$ cat src/core/clk_sel_pkg.sv
// Package: shared constants and carriers for the input monitor and selector
// Assumes one 10 MHz master clock and Avalon-MM register access
package clk_sel_pkg;
	localparam int          NUM_INPUTS      = 3;
	localparam int          ADDR_W          = 4;
	localparam int          CLK_MHZ         = 10;

	// Register byte offsets
	localparam logic [3:0]  OFF_CTRL        = 4'h0;
	localparam logic [3:0]  OFF_PRIO        = 4'h4;
	localparam logic [3:0]  OFF_STATUS      = 4'h8;
	localparam logic [3:0]  OFF_TABLE       = 4'hc;

	// Field layout of the per-input config word
	localparam int          POL_BIT         = 0;
	localparam int          ACT_EN_BIT      = 1;
	localparam int          PCT_EN_BIT      = 2;
	localparam int          MAN_VAL_BIT     = 3;
	localparam int          LOS_SEL_LSB     = 4;

	// Reset values
	localparam logic [3:0]  PRIO_RST [NUM_INPUTS] = '{4'h1, 4'h2, 4'h3};
	localparam logic [4:0]  PCT_RST         = 5'h05;
	localparam logic [15:0] TIMED_VALID_RST        = 16'h0000;
	localparam logic [15:0] LOCK_TIMEOUT_FLAG_RST        = 16'h0000;
	localparam logic [7:0]  CFG_RST         = 8'h08;
	localparam logic [15:0] EXPECT_RST      = 16'h0064;

	// Time units: activity window and lock timeout count master clocks
	localparam int          WIN_US          = 100;
	localparam int          WIN_CYC         = WIN_US * CLK_MHZ;

	typedef struct packed {
		logic       act_ok;
		logic       pct_ok;
		logic       los;
		logic       all_ok;
		logic       timed_ok;
		logic       lock_timeout_flag;
	} mon_status_type;

	typedef struct packed {
		logic [1:0] top_ranked_input;
		logic [1:0] selected;
		logic [1:0] second;
		logic [1:0] third;
	} table_type;

	typedef enum logic [2:0] {
		ST_IDLE = 3'b001,
		ST_WAIT = 3'b010,
		ST_DONE = 3'b100
	} bus_state_type;

	function automatic logic [1:0] idx_code(input int i);
		idx_code = 2'(i + 1);
	endfunction
endpackage

$ cat src/core/clk_selector.sv
// What this block does
// [RULE1] Per-input polarity bit picks the lock edge; rising after reset.
// [RULE2] Software keeps the divided input frequency below 250MHz.
// [RULE3] Software keeps enabled inputs dividing to one common detector rate.
// [RULE4] Activity monitor counts input edges over a fixed window.
// [RULE5] Activity status low when stopped or far too fast.
// [RULE6] Percent monitor checks frequency within 1 to 20 percent.
// [RULE7] Failing input shows invalid; any change sets a latched bit.
// [RULE8] Manually invalidated inputs are never auto-selected.
// [RULE9] Each monitor has an enable; disabled means valid.
// [RULE10] Lock timeout on selected input invalidates it and flags it.
// [RULE11] Any pin may be loss source; loss invalidates at once.
// [RULE12] Loss forces both monitors invalid; activity fail forces percent fail.
// [RULE13] Lower monitor validates only after higher one says valid.
// [RULE14] Timer holds all-valid for set time before timed valid.
// [RULE15] Priority zero disables an input; one is highest.
// [RULE16] Reset priorities are 1, 2 and 3.
// [RULE17] With pin switch mode off, highest-priority valid input is chosen.
// [RULE18] Table reports top and selected, then second and third.
// [RULE19] Equal priorities rotate circularly; no revertive_select among them.
// [RULE20] Revertive_select on: newly valid higher priority takes over at once.
// [RULE21] Revertive_select off: it tops the table; pulsing revertive_select forces switch.
// [RULE22] Loss of selected reference switches to best valid input.
// [RULE23] Latched bits clear by writing one; set beats clear.
// File holds the top: Avalon-MM slave, selector and lock timeout
// Assumes master clock clk_in; input clocks and pins are asynchronous
//
// Implementation choices: the Avalon-MM slave port and the register addresses.
`timescale 1ns/1ns
`default_nettype none
module clk_selector
#(
	parameter int GPIO_N = 4
)
(
	// Clock and reset
	input  wire logic                  clk_in,
	input  wire logic                  rst_in,
	// Reference clocks, pins, loop lock
	input  wire logic [2:0]            ref_clk_in,
	input  wire logic [GPIO_N-1:0]     gpio_in,
	input  wire logic                  dpll_locked_in,
	// Avalon-MM slave
	input  wire logic [3:0]            address_in,
	input  wire logic                  read_in,
	input  wire logic                  write_in,
	input  wire logic [31:0]           writedata_in,
	output logic      [31:0]           readdata_out,
	output logic                       waitrequest_out,
	// Selection to the loop
	output logic      [1:0]            sel_ref_out,
	output logic                       sel_valid_out
);
	import clk_sel_pkg::*;

	// ----------------------------------------
	// Registers and state
	// ----------------------------------------
	logic [7:0]  cfg_r [3], cfg_nxt [3];
	logic [3:0]  prio_r [3], prio_nxt [3];
	logic        revertive_select_r, revertive_select_nxt, pinsw_r, pinsw_nxt;
	logic [4:0]  pct_r, pct_nxt;
	logic [15:0] timed_valid_r, timed_valid_nxt, lock_timeout_flag_set_r, lock_timeout_flag_set_nxt;
	logic [15:0] expect_r, expect_nxt;
	logic [2:0]  latch_r, latch_nxt, prev_val_r, prev_val_nxt;
	logic [2:0]  lock_timeout_flag_r, lock_timeout_flag_nxt;
	logic [15:0] lk_cnt_r, lk_cnt_nxt;
	logic [1:0]  sel_r, sel_nxt;
	logic        selv_r, selv_nxt, wait_r, wait_nxt;
	logic [1:0]  gs1_r [3], gs2_r [3];
	table_type   tab_r, tab_nxt;
	logic [31:0] rd_r, rd_nxt;
	bus_state_type bst_r, bst_nxt;
	mon_status_type st_w [3];
	logic [2:0]  valid_w, avail_w, gpio_sel;

	// ----------------------------------------
	// Monitors and loss source selection
	// ----------------------------------------
	for (genvar i = 0; i < 3; i++)
	begin : g_mon
		logic [1:0] los_idx;
		assign los_idx     = cfg_r[i][LOS_SEL_LSB+1:LOS_SEL_LSB];
		assign gpio_sel[i] = cfg_r[i][7] & gs2_r[i][0]; // [RULE11]
		always_ff @(posedge clk_in)
		begin
			if (rst_in)
			begin
				gs1_r[i] <= 2'h0;
				gs2_r[i] <= 2'h0;
			end
			else
			begin
				gs1_r[i] <= {1'b0, gpio_in[los_idx]};
				gs2_r[i] <= gs1_r[i];
			end
		end
		input_monitor u_mon (
			.clk_in    (clk_in),
			.rst_in    (rst_in),
			.ref_in    (ref_clk_in[i]),
			.los_in    (gpio_sel[i]),
			.pol_in    (cfg_r[i][POL_BIT]),
			.act_en_in (cfg_r[i][ACT_EN_BIT]),
			.pct_en_in (cfg_r[i][PCT_EN_BIT]),
			.pct_in    (pct_r),
			.expect_in (expect_r),
			.timed_valid_in   (timed_valid_r),
			.st_out    (st_w[i])
		);
		// Valid means timed valid and no lock timeout against it
		assign valid_w[i] = st_w[i].timed_ok & ~lock_timeout_flag_r[i]; // [RULE7] [RULE10]
		assign avail_w[i] = valid_w[i] & cfg_r[i][MAN_VAL_BIT]
		                    & (prio_r[i] != 4'h0); // [RULE8] [RULE15]
	end

	// Rank key: lower is better; unavailable gets worst value
	function automatic logic [4:0] key(input logic a, input logic [3:0] p);
		key = a ? {1'b0, p} : 5'h1f;
	endfunction

	// ----------------------------------------
	// Selector
	// ----------------------------------------
	always_comb
	begin
		logic [1:0] ord [3];
		logic [1:0] t;
		logic [1:0] best;
		logic [1:0] cur;
		logic       cur_ok;
		ord = '{2'd0, 2'd1, 2'd2};
		t   = 2'd0;
		best   = 2'd0;
		cur_ok = 1'b0;
		cur = sel_r - 2'd1;
		// Rotate start so ties follow a circular list after the current
		for (int k = 0; k < 3; k++)
			ord[k] = 2'((int'(cur) + 1 + k) % 3);
		// Stable sort of three keys
		for (int a = 0; a < 2; a++)
			for (int b = 0; b < 2 - a; b++)
				if (key(avail_w[ord[b+1]], prio_r[ord[b+1]])
				    < key(avail_w[ord[b]], prio_r[ord[b]]))
				begin
					t        = ord[b];
					ord[b]   = ord[b+1];
					ord[b+1] = t;
				end // [RULE19]
		best   = ord[0];
		cur_ok = (sel_r != 2'd0) && avail_w[cur];
		tab_nxt.top_ranked_input = avail_w[best] ? idx_code(int'(best)) : 2'd0;
		tab_nxt.second = avail_w[ord[1]] ? idx_code(int'(ord[1])) : 2'd0;
		tab_nxt.third  = avail_w[ord[2]] ? idx_code(int'(ord[2])) : 2'd0; // [RULE18]
		sel_nxt = sel_r;
		if (!pinsw_r) // [RULE17]
		begin
			if (!cur_ok)
				sel_nxt = tab_nxt.top_ranked_input; // [RULE22]
			else if (revertive_select_r && prio_r[best] < prio_r[cur])
				sel_nxt = tab_nxt.top_ranked_input; // [RULE20] [RULE21]
		end
		tab_nxt.selected = sel_nxt;
		selv_nxt = (sel_nxt != 2'd0);
	end

	// ----------------------------------------
	// Lock timeout and latched change bits
	// ----------------------------------------
	always_comb
	begin
		lk_cnt_nxt   = 16'h0000;
		lock_timeout_flag_nxt     = lock_timeout_flag_r;
		prev_val_nxt = valid_w;
		latch_nxt    = latch_r;
		// Clear first so that an event in the same cycle still sets
		if (write_in && !wait_r && address_in == OFF_STATUS)
		begin
			latch_nxt = latch_r & ~writedata_in[4:2];
			lock_timeout_flag_nxt  = lock_timeout_flag_r & ~writedata_in[10:8];
		end
		if (sel_r != 2'd0 && !dpll_locked_in && lock_timeout_flag_set_r != 16'h0000)
		begin
			lk_cnt_nxt = lk_cnt_r + 16'h0001;
			if (lk_cnt_r == lock_timeout_flag_set_r)
			begin
				lock_timeout_flag_nxt[sel_r-2'd1] = 1'b1; // [RULE10]
				lk_cnt_nxt = 16'h0000;
			end
		end
		if (sel_nxt != sel_r)
			lk_cnt_nxt = 16'h0000;
		latch_nxt = latch_nxt | (valid_w ^ prev_val_r); // [RULE7] [RULE23]
	end

	// ----------------------------------------
	// Avalon-MM slave: two wait cycles then answer
	// ----------------------------------------
	always_comb
	begin
		bst_nxt      = bst_r;
		rd_nxt       = rd_r;
		cfg_nxt      = cfg_r;
		prio_nxt     = prio_r;
		revertive_select_nxt   = revertive_select_r;
		pinsw_nxt    = pinsw_r;
		pct_nxt      = pct_r;
		timed_valid_nxt     = timed_valid_r;
		lock_timeout_flag_set_nxt = lock_timeout_flag_set_r;
		expect_nxt   = expect_r;
		case (bst_r)
			ST_IDLE:
				if (read_in || write_in)
					bst_nxt = ST_WAIT;
			ST_WAIT:
			begin
				bst_nxt = ST_DONE;
				rd_nxt  = 32'h0000_0000;
				case (address_in)
					OFF_CTRL:
						rd_nxt = {cfg_r[2], cfg_r[1], cfg_r[0],
						          revertive_select_r, pinsw_r, 1'b0, pct_r};
					OFF_PRIO:
						rd_nxt = {expect_r, 4'h0, prio_r[2], prio_r[1],
						          prio_r[0]};
					OFF_STATUS:
						rd_nxt = {lock_timeout_flag_r, 2'h0, valid_w, 1'b0,
						          st_w[2], st_w[1], st_w[0],
						          latch_r, 2'h0}; // [RULE7]
					OFF_TABLE:
						rd_nxt = {lock_timeout_flag_set_r, timed_valid_r[7:0], tab_r}; // [RULE18]
					default:
						rd_nxt = 32'h0000_0000;
				endcase
			end
			ST_DONE:
			begin
				bst_nxt = ST_IDLE;
				// A write lands at the edge where waitrequest is seen low
				if (write_in)
				begin
					case (address_in)
						OFF_CTRL:
						begin
							pct_nxt    = writedata_in[4:0];
							pinsw_nxt  = writedata_in[6];
							revertive_select_nxt = writedata_in[7];
							cfg_nxt[0] = writedata_in[15:8];
							cfg_nxt[1] = writedata_in[23:16];
							cfg_nxt[2] = writedata_in[31:24];
						end
						OFF_PRIO:
						begin
							prio_nxt[0] = writedata_in[3:0];
							prio_nxt[1] = writedata_in[7:4];
							prio_nxt[2] = writedata_in[11:8];
							expect_nxt  = writedata_in[31:16];
						end
						OFF_TABLE:
						begin
							timed_valid_nxt     = {8'h00, writedata_in[15:8]};
							lock_timeout_flag_set_nxt = writedata_in[31:16];
						end
						default:
							timed_valid_nxt = timed_valid_r;
					endcase
				end
			end
			default:
				bst_nxt = ST_IDLE;
		endcase
		if (pct_nxt == 5'h00)
			pct_nxt = 5'h01;
		else if (pct_nxt > 5'd20)
			pct_nxt = 5'd20; // [RULE6]
		wait_nxt = (bst_nxt != ST_DONE);
	end

	always_ff @(posedge clk_in)
	begin
		if (rst_in)
		begin
			bst_r        <= ST_IDLE;
			rd_r         <= 32'h0000_0000;
			cfg_r        <= '{CFG_RST, CFG_RST, CFG_RST}; // [RULE1]
			prio_r       <= PRIO_RST; // [RULE16]
			revertive_select_r     <= 1'b0;
			pinsw_r      <= 1'b0;
			pct_r        <= PCT_RST;
			timed_valid_r       <= TIMED_VALID_RST;
			lock_timeout_flag_set_r   <= LOCK_TIMEOUT_FLAG_RST;
			expect_r     <= EXPECT_RST;
			latch_r      <= 3'h0;
			prev_val_r   <= 3'h0;
			lock_timeout_flag_r       <= 3'h0;
			lk_cnt_r     <= 16'h0000;
			sel_r        <= 2'd0;
			tab_r        <= '0;
			selv_r       <= 1'b0;
			wait_r       <= 1'b1;
		end
		else
		begin
			bst_r        <= bst_nxt;
			rd_r         <= rd_nxt;
			cfg_r        <= cfg_nxt;
			prio_r       <= prio_nxt;
			revertive_select_r     <= revertive_select_nxt;
			pinsw_r      <= pinsw_nxt;
			pct_r        <= pct_nxt;
			timed_valid_r       <= timed_valid_nxt;
			lock_timeout_flag_set_r   <= lock_timeout_flag_set_nxt;
			expect_r     <= expect_nxt;
			latch_r      <= latch_nxt;
			prev_val_r   <= prev_val_nxt;
			lock_timeout_flag_r       <= lock_timeout_flag_nxt;
			lk_cnt_r     <= lk_cnt_nxt;
			sel_r        <= sel_nxt;
			tab_r        <= tab_nxt;
			selv_r       <= selv_nxt;
			wait_r       <= wait_nxt;
		end
	end

	assign readdata_out    = rd_r;
	assign waitrequest_out = wait_r;
	assign sel_ref_out     = sel_r;
	assign sel_valid_out   = selv_r;

	// ----------------------------------------
	// Checks
	// ----------------------------------------
	a_sel_available: assert property (@(posedge clk_in) disable iff (rst_in)
		sel_r != 2'd0 && !avail_w[sel_r-2'd1] && !pinsw_r |=>
		sel_r != $past(sel_r))
		else $error("selected unavailable"); // [RULE22]
	a_never_manual: assert property (@(posedge clk_in) disable iff (rst_in)
		sel_nxt != 2'd0 && sel_nxt != sel_r |->
		cfg_r[sel_nxt-2'd1][MAN_VAL_BIT] && prio_r[sel_nxt-2'd1] != 4'h0)
		else $error("manual-invalid input chosen"); // [RULE8] [RULE15]
	a_change_latch: assert property (@(posedge clk_in) disable iff (rst_in)
		valid_w != prev_val_r |=> (latch_r & $past(valid_w ^ prev_val_r))
		== $past(valid_w ^ prev_val_r))
		else $error("change not latched"); // [RULE7]
	a_latch_sticky: assert property (@(posedge clk_in) disable iff (rst_in)
		latch_r[0] && !(write_in && address_in == OFF_STATUS) |=> latch_r[0])
		else $error("latched bit dropped"); // [RULE23]
	a_bus_answer: assert property (@(posedge clk_in) disable iff (rst_in)
		bst_r == ST_IDLE && (read_in || write_in) |=> ##1 !waitrequest_out)
		else $error("bus answer late"); // Avalon-MM slave: two wait cycles then answer
endmodule
`default_nettype wire

$ cat src/core/input_monitor.sv
// Per-input monitor chain: activity, percent monitor and validation timer
// Assumes ref_in from a pin; synchronised here before use
`timescale 1ns/1ns
`default_nettype none
module input_monitor
(
	// Clock and reset
	input  wire logic                 clk_in,
	input  wire logic                 rst_in,
	// Input clock and loss indicator
	input  wire logic                 ref_in,
	input  wire logic                 los_in,
	// Configuration
	input  wire logic                 pol_in,
	input  wire logic                 act_en_in,
	input  wire logic                 pct_en_in,
	input  wire logic [4:0]           pct_in,
	input  wire logic [15:0]          expect_in,
	input  wire logic [15:0]          timed_valid_in,
	// Status
	output var clk_sel_pkg::mon_status_type st_out
);
	import clk_sel_pkg::*;

	logic [2:0]  sync_r, sync_nxt;
	logic [15:0] win_r, win_nxt, cnt_r, cnt_nxt, tmr_r, tmr_nxt;
	logic        act_r, act_nxt, pct_r, pct_nxt;
	mon_status_type st_r, st_nxt;
	logic        edge_w, win_end;
	logic [21:0] tol;
	logic [15:0] lo_lim, hi_lim;

	always_comb
	begin
		sync_nxt = {sync_r[1:0], ref_in};
		// Edge follows the chosen lock polarity
		edge_w   = pol_in ? (sync_r[2] & ~sync_r[1])
		                  : (~sync_r[2] & sync_r[1]); // [RULE1]
		win_end  = (win_r == 16'(WIN_CYC - 1));
		win_nxt  = win_end ? 16'h0000 : win_r + 16'h0001;
		cnt_nxt  = win_end ? 16'h0000 : cnt_r + {15'h0000, edge_w}; // [RULE4]
		tol      = 22'(expect_in * pct_in) / 22'd100;
		lo_lim   = expect_in - tol[15:0];
		hi_lim   = expect_in + tol[15:0];
		act_nxt  = act_r;
		pct_nxt  = pct_r;
		if (win_end)
		begin
			// Zero or far too many edges fails activity
			act_nxt = (cnt_r != 16'h0000) && (cnt_r <= {expect_in[14:0], 1'b0}); // [RULE5]
			pct_nxt = (cnt_r >= lo_lim) && (cnt_r <= hi_lim); // [RULE6]
		end
		st_nxt        = st_r;
		st_nxt.los    = los_in; // [RULE11]
		st_nxt.act_ok = ~los_in & (~act_en_in | act_nxt); // [RULE9] [RULE12]
		st_nxt.pct_ok = st_nxt.act_ok & (~pct_en_in | pct_nxt); // [RULE12] [RULE13]
		st_nxt.all_ok = st_nxt.act_ok & st_nxt.pct_ok;
		st_nxt.lock_timeout_flag   = 1'b0;
		tmr_nxt       = st_nxt.all_ok ? tmr_r : 16'h0000;
		if (st_nxt.all_ok && tmr_r != timed_valid_in)
			tmr_nxt = tmr_r + 16'h0001;
		st_nxt.timed_ok = st_nxt.all_ok && (tmr_r == timed_valid_in); // [RULE14]
	end

	always_ff @(posedge clk_in)
	begin
		if (rst_in)
		begin
			sync_r <= 3'h0;
			win_r  <= 16'h0000;
			cnt_r  <= 16'h0000;
			tmr_r  <= TIMED_VALID_RST;
			act_r  <= 1'b0;
			pct_r  <= 1'b0;
			st_r   <= '0;
		end
		else
		begin
			sync_r <= sync_nxt;
			win_r  <= win_nxt;
			cnt_r  <= cnt_nxt;
			tmr_r  <= tmr_nxt;
			act_r  <= act_nxt;
			pct_r  <= pct_nxt;
			st_r   <= st_nxt;
		end
	end

	assign st_out = st_r;

	a_timed_needs_all: assert property (@(posedge clk_in) disable iff (rst_in)
		st_r.timed_ok |-> st_r.all_ok) else $error("timed valid without all ok"); // [RULE14]
	a_los_kills_act: assert property (@(posedge clk_in) disable iff (rst_in)
		los_in |=> !st_r.act_ok && !st_r.pct_ok) else $error("los not forcing invalid"); // [RULE12]
	a_act_gates_pct: assert property (@(posedge clk_in) disable iff (rst_in)
		!st_r.act_ok |-> !st_r.pct_ok) else $error("pct valid under act fail"); // [RULE13]
	a_disabled_valid: assert property (@(posedge clk_in) disable iff (rst_in)
		!los_in && !act_en_in && !pct_en_in |=> st_r.all_ok) else $error("disabled monitors not valid"); // [RULE9]
endmodule
`default_nettype wire

$ cat config.mk
export PLATFORM = sky130hd
export DESIGN_NAME = clk_selector
export DESIGN_NICKNAME = d
export VERILOG_FILES = /design/src/core/clk_sel_pkg.sv /design/src/core/clk_selector.sv /design/src/core/input_monitor.sv
export SDC_FILE = /design/constraint.sdc
export NUM_CORES = 1
export LEC_CHECK = 0
export BUFFER_PORTS_ARGS = -buffer_cell sky130_fd_sc_hd__buf_2
export CORE_UTILIZATION = 30
export DETAILED_ROUTE_END_ITERATION = 7
export GPL_TIMING_DRIVEN = 0
export PLACE_DENSITY = 0.44
export SYNTH_ARGS = -nofsm -noshare
export SYNTH_HDL_FRONTEND = slang
export SYNTH_SLANG_ARGS = --single-unit
$ cat constraint.sdc
create_clock -name clk_in -period 18.5 [get_ports clk_in]
set_clock_uncertainty 0.1 [all_clocks]
set_input_delay 1.85 -clock clk_in [delete_from_list [all_inputs] [get_ports clk_in]]
set_output_delay 1.85 -clock clk_in [all_outputs]
set_load 0.1 [all_outputs]
---- Yosys cells after proc, flatten, opt, wreduce, memory -nomap -nowiden ----
Memories as Yosys holds them, arrays and structs flattened.
Cells that the tools add are included.
word-level totals
  bits in writable memories ............... 9
  input bits .............................. 48
  output and inout port bits .............. 36
  memories ................................ 2
  word-level logic and storage cells ...... 362
  register bits after elaboration ......... 327
cells by class
  eq/ne operators ......................... 21
  order comparisons ....................... 36
  add/subtract/negate cells ............... 19
  reduce and logical (&&, ||, !) cells .... 44
  mux-type cells .......................... 101
  bitwise logic cells ..................... 75
  multipliers ............................. 1
  div/mod/pow operators ................... 4
memories
  name   depth  bits a word  read ports  clocked after memory_dff  wr ports  line                source
  gs2_r  3      2            3           0                         3         clk_selector.sv:70  logic [1:0] gs1_r [3], gs2_r [3];
  gs1_r  3      1            3           0                         3         clk_selector.sv:70
operators with widths
  cell                                                        count
  case mux 32 bit (4 select lines)                            1
  adder 16 x 1 -> 16 bit, second input constant               7
  less-or-equal comparator 16 bit                             6
  modulo 32 x 3 -> 32 bit, second input constant              3
  two-way mux 16 bit                                          6
  two-way mux 4 bit                                           19
  binary-select mux 4 bit (select 2 bit)                      8
  nonzero test 16 bit                                         4
  two-way mux 5 bit                                           10
  adder 16 x 1 -> 16 bit                                      3
  == test 16 x 10 -> 1 bit, second input constant             3
  == test 16 x 8 -> 1 bit                                     3
  greater-or-equal comparator 16 bit                          3
  != test 16 x 8 -> 1 bit                                     3
  less-than comparator 2 x 3 -> 1 bit, second input constant  13
  adder 32 x 2 -> 32 bit, second input constant               1
  two-way mux 1 bit                                           29
  AND 1 bit                                                   27
  binary-select mux 1 bit (select 2 bit)                      13
  greater-or-equal comparator 3 bit, second input constant    8
  inverter 2 -> 3 bit                                         8
  divider 21 x 7 -> 22 bit, second input constant             1
  multiplier 16 x 5 -> 21 bit                                 1
  inverter 1 bit                                              21
  other kinds (39)                                            100

---- Depth between registers and ports, before layout ----
Gate-level depths: netlist of the first run.
  depth in word-level cells ............... 36
  mapped depth ............................ 80

---- Cells and area by module ----
A second synthesis of the first run with hierarchy kept.
second synthesis, totals
  cell total of the unflattened synthesis .. 5,229
  area, all modules ....................... 40,580.2 um^2
by module, submodules not included
  module                               times used  cells each  area each (um^2)
  input_monitor at g_mon[0].u_mon ...  2           1,376       10,627.7
  input_monitor at g_mon[2].u_mon      1           1,370       10,641.5
  clk_selector                         1           1,107       8,683.3

---- Worst setup path after synthesis of the first run ----
Ideal clock, no wire load.
  path kind ............................... register to register
  start ................................... register pct_r[3]
  end ..................................... register g_mon[0].u_mon.tmr_r[10]
  clock period less this slack ............ 15.809 ns
  stages on the path, launching flop included .. 71
  path buffers ............................ 6
  arrival time ............................ 15.644 ns
  slack ................................... 2.691 ns
  library setup time ...................... 0.065 ns
  data required time ...................... 18.335 ns
  path through ............................ dfxtp_1 clkbuf_1 clkbuf_1 and2_1 fa_1 fa_1 inv_1 fa_1 inv_1 ha_1 buf_6 a21oi_4 o211ai_2 a21o_1 or4_4 nand3_2 o31ai_1 or2_1 (+35 left out) a21oi_1 o21bai_1 a21oi_1 o21bai_1 a21oi_1 o21bai_1 a21oi_1 xor2_1 ha_1 nand4_1 or2_2 or4_1 a211oi_1 a21oi_1 nand2_1 nand2_1 clkbuf_1 nor2_1
on the way
  word-level cells in the longest chain between the ends .. 11
  elaborated cells between the ends (all ways) .. 14
RTL lines
  element                                                                                       line                                      source
  from (decl)                                                                                   clk_selector.sv:62                        logic [4:0] pct_r, pct_nxt;
  from (signal assigned)                                                                        clk_selector.sv:310                       pct_r <= pct_nxt;
  multiplier 16 x 5 -> 21 bit *                                                                 input_monitor.sv:42                       tol = 22'(expect_in * pct_in) / 22'd100;
  divider 21 x 7 -> 22 bit *                                                                    input_monitor.sv:42
  subtractor 16 bit / adder 16 bit (equally long branches)                                      input_monitor.sv:43, input_monitor.sv:44
  greater-or-equal comparator 16 bit / less-or-equal comparator 16 bit (equally long branches)  input_monitor.sv:51                       pct_nxt = (cnt_r >= lo_lim) && (cnt_r <= hi_lim);
  logical AND 1 bit *                                                                           input_monitor.sv:51
  two-way mux 1 bit *                                                                           input_monitor.sv:47                       if (win_end)
  bitwise OR 1 bit *                                                                            input_monitor.sv:56                       st_nxt.pct_ok = st_nxt.act_ok & (~pct_en_in | pct_nxt);
  AND 1 bit *                                                                                   input_monitor.sv:56
  AND 1 bit *                                                                                   input_monitor.sv:57                       st_nxt.all_ok = st_nxt.act_ok & st_nxt.pct_ok;
  logical AND 1 bit                                                                             input_monitor.sv:60                       if (st_nxt.all_ok && tmr_r != timed_valid_in)
  != test 2 bit (no line) / two-way mux 16 bit (equally long branches)                          n/a
  to (signal assigned)                                                                          input_monitor.sv:82                       tmr_r <= tmr_nxt;
  to (decl)                                                                                     input_monitor.sv:26                       logic [15:0] win_r, win_nxt, cnt_r, cnt_nxt, tmr_r, tmr_nxt;
Every way passes the cells marked *; elsewhere a longest branch is shown, timed or not.
A chain may end at the register's enable or synchronous reset.

---- Final worst setup path of the first run ----
  start ................................... register pct_r[4]
  end ..................................... register g_mon[0].u_mon.tmr_r[11]
Same word-level chain as after synthesis.

==> results of run 1 <==
-- path summary, 6_finish.rpt --
path | startpoint | end | slack [ns]
max | pct_r[4] | g_mon[0].u_mon.tmr_r[11] | 1.02
min | g_mon[0].u_mon.sync_r[0] | g_mon[0].u_mon.sync_r[1] | 0.34
max reg2reg | pct_r[4] | g_mon[0].u_mon.tmr_r[11] | 1.02
min reg2reg | g_mon[0].u_mon.sync_r[0] | g_mon[0].u_mon.sync_r[1] | 0.34
-- routing by layer --
metal,GRT usage (%),vias to the layer above
li1,-,11400
met1,26.5,10500
met2,31.4,409
met3,2.29,106
met4,5.06,0
met5,0,-
-- final cells by class --
type / count / area share, %
Multi-Input combinational cell: 2533 / 61.3
Sequential cell: 330 / 23.2
Tap cell: 1070 / 4.69
Clock buffer: 59 / 4.11
Buffer: 134 / 1.97
Timing Repair Buffer: 102 / 1.96
Inverter: 146 / 1.92
Clock inverter: 14 / 0.794
-- what timing repair did --
| item | 4_1_cts | 5_1_grt |
|---|---|---|
| gates cloned | 0 | 1 |
| gates resized for setup | 11 | 68 |
| pin swaps | 1 | 10 |
| endpoints found under the setup margin | 38 | 57 |
| setup buffers | 0 | 18 |
-- per-stage QoR --
| step | setup slack (ns) | utilization (%) | power (W) | std cells |
|---|---|---|---|---|
| 2_1_floorplan | 2.69 | - | 0.00147 | 3146 |
| 3_3_place_gp | -0.523 | 32.5 | 0.00170 | 4299 |
| 3_5_place_dp | -0.547 | 32.5 | 0.00170 | 4300 |
| 4_1_cts | 0.00189 | 34.3 | 0.00254 | 4371 |
| 5_1_grt | -0.00814 | 34.7 | 0.00269 | 4388 |
| 6_report | 1.02 | 34.7 | 0.00252 | 4388 |
-- placed cells by master (no fill, tap or decap), drive strengths merged, types with 9 or more instances in the layout --
cell type and instances:
a211o 13, a211oi 15, a21o 39, a21oi 295
a221o 9, a221oi 12, a22oi 62, a31oi 13
and2 77, and3 40, and4 10, buf 132
clkbuf 163, clkinv 9, dfxtp 330, fa 44
ha 231, inv 146, mux2 14, mux2i 30
nand2 351, nand2b 40, nand3 102, nand4 60
nor2 351, nor2b 63, nor3 37, nor4 35
o211ai 18, o21a 20, o21ai 106, o21bai 27
o22ai 12, o31ai 10, or2 14, or3 21
or4 12, xnor2 119, xor2 125
-- power by group through the flow --
stage / combinational, W / clock, W / sequential, W
4_1_cts: 0.000946 / 0.000856 / 0.000740
2_1_floorplan: 0.000714 / 0 / 0.000758
6_report: 0.000945 / 0.000834 / 0.000740
5_1_grt: 0.00107 / 0.000886 / 0.000741
3_3_place_gp: 0.000940 / 0 / 0.000756
3_5_place_dp: 0.000940 / 0 / 0.000756
-- flip-flops by register name, summed over array words and instances (netlist names), 5 cells and up --
register	count
cfg_r	24
expect_r	16
g_mon.u_mon.cnt_r	48
g_mon.u_mon.st_out	12
g_mon.u_mon.sync_r	9
g_mon.u_mon.tmr_r	48
g_mon.u_mon.win_r	48
lk_cnt_r	16
lock_timeout_flag_set_r	16
pct_r	5
prio_r	12
readdata_out	32
tab_r	8
timed_valid_r	8
-- cell families (layout without fill, tap and decap cells) --
logic type / after synthesis / after routing
simple gates: 1234 / 1234
flops: 330 / 330
fa+ha+maj: 277 / 277
xor+xnor: 244 / 244
mux: 46 / 47
compound gates: 731 / 731
buf+inv: 284 / 455
==> impl.org, run 1 <==
** Run status
- The run finished with clean final reports.

** STA
- Total setup violations reported at the end of the flow :: 0
- Timing would allow up to 0.0572 GHz.
- Fraction of the cycle the final worst path needs :: 94.5%
- Slew @ Worst Pin :: 1.39 ns
- The worst pin sits at a relative slew slack of 6.19%.
- Summed over all failing endpoints, the final setup total negative slack is 0 ns.
- Worst hold margin :: 0.339 ns
- The smallest clock period supported by the final layout is computed as 17.48 ns.
- The max-slew violation count was 0.
- The count of final hold-check violations came to 0.

** GRT
- Antenna violations before repair :: 1
- The first global-routing pass estimated 128000 µm of wire.
- Global routing consumed, over all layers together, 19.2% of the routing resources.
- After global routing the overflow that remains totals 0.
- Entering global routing, the biggest net connects 13 pins.
- Via count of the first global-routing pass :: 21500

** Setup path
- CP Class :: reg2reg
- Cell mode on critical path :: sky130_fd_sc_hd__o21bai_1
- On the worst path, the slowest cell contributes a delay of 0.63 ns.
- Worst Path Arrival :: 17.91 ns
- CP Launch Type :: flip-flop
- In this run the number of cells on the critical path is 70.
- On the critical path the largest part of the delay comes from compound AO/OA/AOI/OAI gates.
- The slowest stage of the critical path belongs to the cell sky130_fd_sc_hd__or4_1.
- Critical path capture point type :: flip-flop
- Highest fanout seen on the critical path :: 11
- Logic depth of the worst register-to-register path :: 70
- Worst Path Buf+Inv :: 7
- Data on the critical path is required at its endpoint by 18.93 ns.

** Clocking
- TritonCTS built the clock tree.
- Buffers inserted during clock tree synthesis total 40.
- Clock slew at the register clock pins of the worst setup and hold paths :: 0.06 ns
- CTS HTree Levels :: 2
- Root Buffer :: sky130_fd_sc_hd__clkbuf_16
- In this run, post-CTS hold repair placed 0 buffers.
- In this run the deepest clock path goes through 3 buffers.
- Counting every sink on the clock net gives 330.
- For the worst-skew pair, the clock arrives at the later sink with an insertion delay of 0.59 ns.

** Floorplanning
- The floorplan step set the die width to 291 µm.
- Die Ht :: 291 µm
- The initial utilization of the core area, before any placement, comes to 30.4%.
- Pin placement for this block handled 84 I/O pins.
- Die Area :: 0.0844 mm²
- Core Region :: 0.0822 mm²
- The initialized floorplan defines 105 standard-cell rows.

** Layout
- From synthesis to final layout, the design area changed by 14.2%.
- In the final design database the tool counted 3610 nets.
- N_diodes :: 0
- Filler cell count in the final layout :: 8791
- After routing the design area is 0.0285 mm².
- Multi-input combinational cell area :: 0.0175 mm²
- Total area of sequential cells :: 0.00663 mm²
- The post-route netlist has 9.80% of its cells at a drive strength greater than 1.

** Drt
- Detailed-routing wirelength on met1 :: 40000 µm
- The detailed router placed 22400 vias in this run.
- Post-detailed-route via-to-cell ratio :: 5.11
- Met3 wirelength from detailed routing :: 3340 µm
- Remaining antenna violation count after routing :: 0
- Number of iterations in the first detailed-routing pass :: 6
- Total length of routed wires :: 82700 µm
- Starting DRT DRC Count :: 1435
- In the detailed route, the total length drawn on met2 is 37500 µm.
- Uppermost layer routed :: met4
- Dividing the detail-routed wire length by the instance count gives 18.8 µm.
- For this run, design rule violations remaining after detail routing come to 0.

** Hold path
- Hold Crit Class :: reg2reg
- Cell count of the worst hold path :: 1

** Logic synthesis
- Portion of netlist area occupied by mux cells :: 2.14%
- Top cell type by total area after synthesis :: sky130_fd_sc_hd__dfxtp_1
- Netlist cell types :: 115
- Summing the areas of all fa, ha and maj instances in the mapped netlist gives 15.2% of the synthesized area.
- Asr flop ratio synth :: 0%
- Largest family of logic cells by synthesized area :: simple AND/OR/NAND/NOR gates
- Synthesized netlist cell count :: 3146
- Synthesized-area fraction occupied by and/or/nand/nor cells :: 23.7%
- By area the synthesized netlist is led by sky130_fd_sc_hd__dfxtp_1, sky130_fd_sc_hd__ha_1, sky130_fd_sc_hd__a21oi_1.
- Main synth FF type :: sky130_fd_sc_hd__dfxtp_1
- Synth top cells by count :: sky130_fd_sc_hd__nand2_1, sky130_fd_sc_hd__nor2_1, sky130_fd_sc_hd__dfxtp_1
- Summed instance area of the synthesized netlist :: 0.0250 mm²
- When the netlist entered floorplanning its net count stood at 3469.
- By instance count, the leading cell after synthesis is sky130_fd_sc_hd__nand2_1.
- Number of flip-flops and latches in the synthesized netlist :: 330
- Avg Synthesized Cell Area :: 7.94 µm²
- Yosys warns :: 0
- Number of enable flip-flop cells after synthesis :: 0
- Compound-gate portion of the synthesized area :: 19.5%
- Area share of the largest cell type after synthesis :: 26.4%
- After synthesis, flip-flops and latches occupy 26.4% of the total area.
- Summing the areas of all xor and xnor instances in the mapped netlist gives 8.58% of the synthesized area.

** Placed design
- Number of port buffers :: 83
- Routability cong. :: 0.833
- Placed cell area :: 0.0268 mm²
- Detailed placement ended at an HPWL of 63700 µm.

** Power and ir drop
- The worst-case IR drop observed on VDD is 0.126 mV.
- Total internal power :: 0.00158 W
- The clock network burns 33.1% of the power.
- In this run, the combinational gates consume 37.5% of the power.
- Power spread over the standard cell area amounts to 88.3 mW/mm².
- Switching Power :: 0.000939 W
- Net switching is 37.3% of the power.
- For this design the static power due to leakage is 11.6 nW.
- Relative contribution of sequential cells to total power :: 29.4%

** Job
- Across the run, the number of max-cap violations was 0.
Note: power is estimated with default switching activity, not from simulation.
==> inputs of run 2 (changes only) <==
--- a/config.mk
+++ b/config.mk
@@ -8,6 +8,6 @@
 export BUFFER_PORTS_ARGS = -buffer_cell sky130_fd_sc_hd__buf_2
-export CORE_UTILIZATION = 30
+export CORE_UTILIZATION = 64
 export DETAILED_ROUTE_END_ITERATION = 7
 export GPL_TIMING_DRIVEN = 0
-export PLACE_DENSITY = 0.44
+export PLACE_DENSITY = 0.82
 export SYNTH_ARGS = -nofsm -noshare
==> constraint.sdc (replaced) <==
create_clock -name clk_in -period 18.5 [get_ports clk_in]
set_clock_uncertainty 0.1 [all_clocks]
set_input_delay 3.7 -clock clk_in [delete_from_list [all_inputs] [get_ports clk_in]]
set_output_delay 3.7 -clock clk_in [all_outputs]
set_load 0.1 [all_outputs]
==> run 2 against run 1 <==
  * The flow now finishes with violations (capacitance limit, slew limit)
  * Count of clock-buffer cells in the layout decreased by 12
  * Via count is 8.0% higher
  * Sequential cell count did not move
  * Register-to-register slack got worse by 0.17 ns
  * Global-route usage increased by 18 points
  * Combinational power fell by 0.7%
  * Total power shrank 4.2%
  * Clock power decreased by 12%
  * Core utilization up 37 points
  * Critical path depth grew 4
  * Largest cell class unchanged
  * Largest power group unchanged
==> impl.org, run 2 (same netlist as run 1, synthesis figures left out) <==
** GRT
- The number of antenna violations at the first check in global routing is 2 (+1).
- Pin count of the biggest net entering global routing :: 15 (+2)
- The wire length of the first global-routing pass was 118000 µm (-7.8%).
- The via count of the first global-routing pass came to 23200 (+7.7%).
- GRT overflow :: 0 (unchanged)
- Total global-route track usage :: 37.0% (+18 points)

** Job
- The number of violations of the max-capacitance limit is 1 (+1).

** Setup path
- The worst register-to-register path ends at g_mon[0].u_mon.tmr_r[8].
- The worst endpoint required time came to 18.89 ns (-0.04 ns).
- CP max stage cell :: sky130_fd_sc_hd__or4_1
- Longest individual stage delay on the worst path :: 0.61 ns (-0.02 ns)
- STA classifies the critical path startpoint as a flip-flop.
- The most numerous cell type found on the critical path is sky130_fd_sc_hd__a21oi_1.
- The startpoint identified for the worst register-to-register timing path is pct_r[3].
- CP Class :: reg2reg
- Worst reg-to-reg setup slack :: 0.85 ns (-0.17 ns)
- The endpoint arrival time on the critical path was 18.03 ns (+0.12 ns).
- The critical path starts at pct_r[3].
- STA classifies the critical path endpoint as a flip-flop.
- Highest fanout seen on the critical path :: 11 (unchanged)
- Timing endpoint of the critical path :: g_mon[0].u_mon.tmr_r[8]
- The depth of the worst register-to-register path was 74 (+5.7%).

** STA
- The max-slew violation count was 8 (+8).
- The shortest period the worst path allows is 17.65 ns (+0.172 ns).
- The pin slew with the least headroom to its limit is 1.57 ns (+0.178 ns).
- Relative slew margins :: -5.34% (-12 points)
- The share of the clock period used by the worst path came to 95.4% (+0.93 points).
- The count of final hold-check violations was 0 (unchanged).
- Setup repair after global routing left no endpoint under its margin.
- The top achievable clock speed is 0.0567 GHz (-0.98%).
- The total setup violations reported at the end of the flow was 0 (unchanged).

** Run status
- Run status :: finished with violations
- The final reports fail on capacitance limit, slew limit.

** Drt
- Uppermost layer routed :: met4
- The remaining antenna violation count was 0 (unchanged).
- Starting DRT DRC Count :: 2302 (+60%)
- The number of design rule violations left after detail routing came to 0 (unchanged).
- Number of iterations in the first detailed-routing pass :: 7 (+1)
- Detailed-routing wirelength on met1 :: 30100 µm (-25%)
- Met2 wire length :: 34400 µm (-8.2%)
- The amount of wire on met3 after detailed routing came to 6810 µm (+100%).
- The total detailed-routing wirelength came to 74600 µm (-9.8%).
- Wirelength per Cell :: 19.5 µm (+3.6%)
- The via density per instance is 6.34 (+24%).
- Vias :: 24200 (+8.0%)

** Layout
- The number of nets in the finished design was 3599 (-0.30%).
- The final design instance area without fill came to 0.0276 mm² (-3.2%).
- The largest registers in the layout are g_mon.u_mon.cnt_r x48, g_mon.u_mon.tmr_r x48, g_mon.u_mon.win_r x48.
- The area of all sequential standard cells came to 0.00662 mm² (-0.17%).
- The share of cells above drive strength 1 came to 9.03% (-0.77 points).
- The number of antenna diodes is 0 (unchanged).
- Leaving out fill and tap cells, the most frequent cell in the layout is sky130_fd_sc_hd__nand2_1.
- Multi-input combinational cell area :: 0.0175 mm² (+0.21%)
- Commonest cells after routing, fill and taps aside :: sky130_fd_sc_hd__nand2_1, sky130_fd_sc_hd__nor2_1, sky130_fd_sc_hd__dfxtp_1
- From synthesis to final layout, the design area changed by 10.5%.
- The filler cell count in the final layout is 3075 (-65%).

** Clocking
- CTS HTree Levels :: 2 (unchanged)
- Longest Clk Path Bufs :: 3 (unchanged)
- The clock insertion delay at the later pin of the skew report was 0.55 ns (-0.04 ns).
- The clock-pin slew of the registers on the worst-case setup and hold paths came to 0.06 ns (about the same).
- Clock sink total :: 330 (unchanged)
- Clock buffers created by TritonCTS :: 34 (-15%)
- TritonCTS built the clock tree.
- The tree is rooted in a sky130_fd_sc_hd__clkbuf_16.

** Floorplanning
- The placeable core region came to 0.0386 mm² (-53%).
- The total die area is 0.0398 mm² (-53%).
- Die Ht :: 200 µm (-31%)
- Width of the chip :: 200 µm (-31%)
- Initial standard-cell utilization of the core :: 64.8% (+34 points)
- Top-level I/O count :: 84 (unchanged)
- Number of placement rows :: 72 (-31%)

** Placed design
- The total half-perimeter wirelength after legalization and detailed placement is 55900 µm (-12%).
- Number of port buffers :: 83 (unchanged)
- The placed cell area was 0.0261 mm² (-2.6%).
- The global placer's final weighted congestion was 1.06 (+27%).

** Power and ir drop
- The power per unit of standard cell area was 87.4 mW/mm² (-1.0%).
- Lkg Pwr :: 11.5 nW (-1.3%)
- The peak supply drop came to 0.225 mV (+79%).
- Overall Power :: 0.00241 W (-4.2%)

** Hold path
- Hold Crit Class :: reg2reg
- The worst hold path begins at gs2_r[1][0].
==> run 2: stage by stage <==
| stage | util [%] | TNS [ns] | instances | hold slack, ns | worst slack, ns |
|---|---|---|---|---|---|
| floorplan | - | 0 | 3146 | 0.314 | 2.69 |
| global placement | 67.6 | 0 | 3747 | 0.320 | 0.397 |
| detailed placement | 67.6 | -0.631 | 3747 | 0.332 | -0.0791 |
| CTS | 70.7 | 0 | 3808 | 0.349 | 0.00868 |
| global route | 71.6 | 0 | 3819 | 0.375 | 0.0163 |
| finish | 71.6 | 0 | 3819 | 0.356 | 0.853 |
==> run 2: where the power goes <==
| part | internal, W | total, W | leakage (nW) | switching [W] |
|---|---|---|---|---|
| Combinational | 0.000355 | 0.000938 | 8.24 | 0.000583 |
| Clock | 0.000431 | 0.000734 | 0.576 | 0.000303 |
| Sequential | 0.000728 | 0.000740 | 2.67 | 0.0000118 |
| Total | 0.00152 | 0.00241 | 11.5 | 0.000898 |
==> run 2: cell type report <==
type,instances,area share (%)
multi-input combinational,2533,63.5
clock buffer,47,3.40
timing repair buffer,97,1.88
buffer,134,2.02
sequential,330,24.0
tap,518,2.35
clock inverter,14,0.879
inverter,146,1.98
==> run 2: what timing repair did <==
action / 4_1_cts / 5_1_grt
hold buffers: 0 / 0
gates resized for setup: 3 / 69
cloned: 0 / 1
setup buffers: 0 / 14
endpoints found under the setup margin: 10 / 57
pin swaps: 0 / 7
==> run 2: critical path: cells and delay by family, from the launching register on <==
family	cells	cell delay, ns
AOI/OAI and AO/OA	37	8.17
and+or+nand+nor	19	4.15
DFF	1	0.48
adders and majority gates	7	2.62
xor gates and xnor gates	1	0.35
buffers and inverters	10	1.62
==> run 2: worst min path at each step <==
stage	cells after the start	slack [ns]	to
after floorplan	1	0.31	g_mon[0].u_mon.sync_r[1]
after global placement	1	0.32	gs2_r[1][0]
after detailed placement	2	0.33	g_mon[1].u_mon.st_out[3]
after CTS	2	0.35	g_mon[1].u_mon.st_out[3]
after global routing	2	0.37	g_mon[1].u_mon.st_out[3]
final	2	0.36	g_mon[1].u_mon.st_out[3]
==> run 2: layer usage <==
| metal | track usage, % | vias to the layer above |
|---|---|---|
| met5 | 0 | - |
| met4 | 17.5 | 0 |
| met3 | 6.09 | 258 |
| met2 | 61.1 | 1207 |
| met1 | 46.9 | 11400 |
| li1 | - | 11300 |
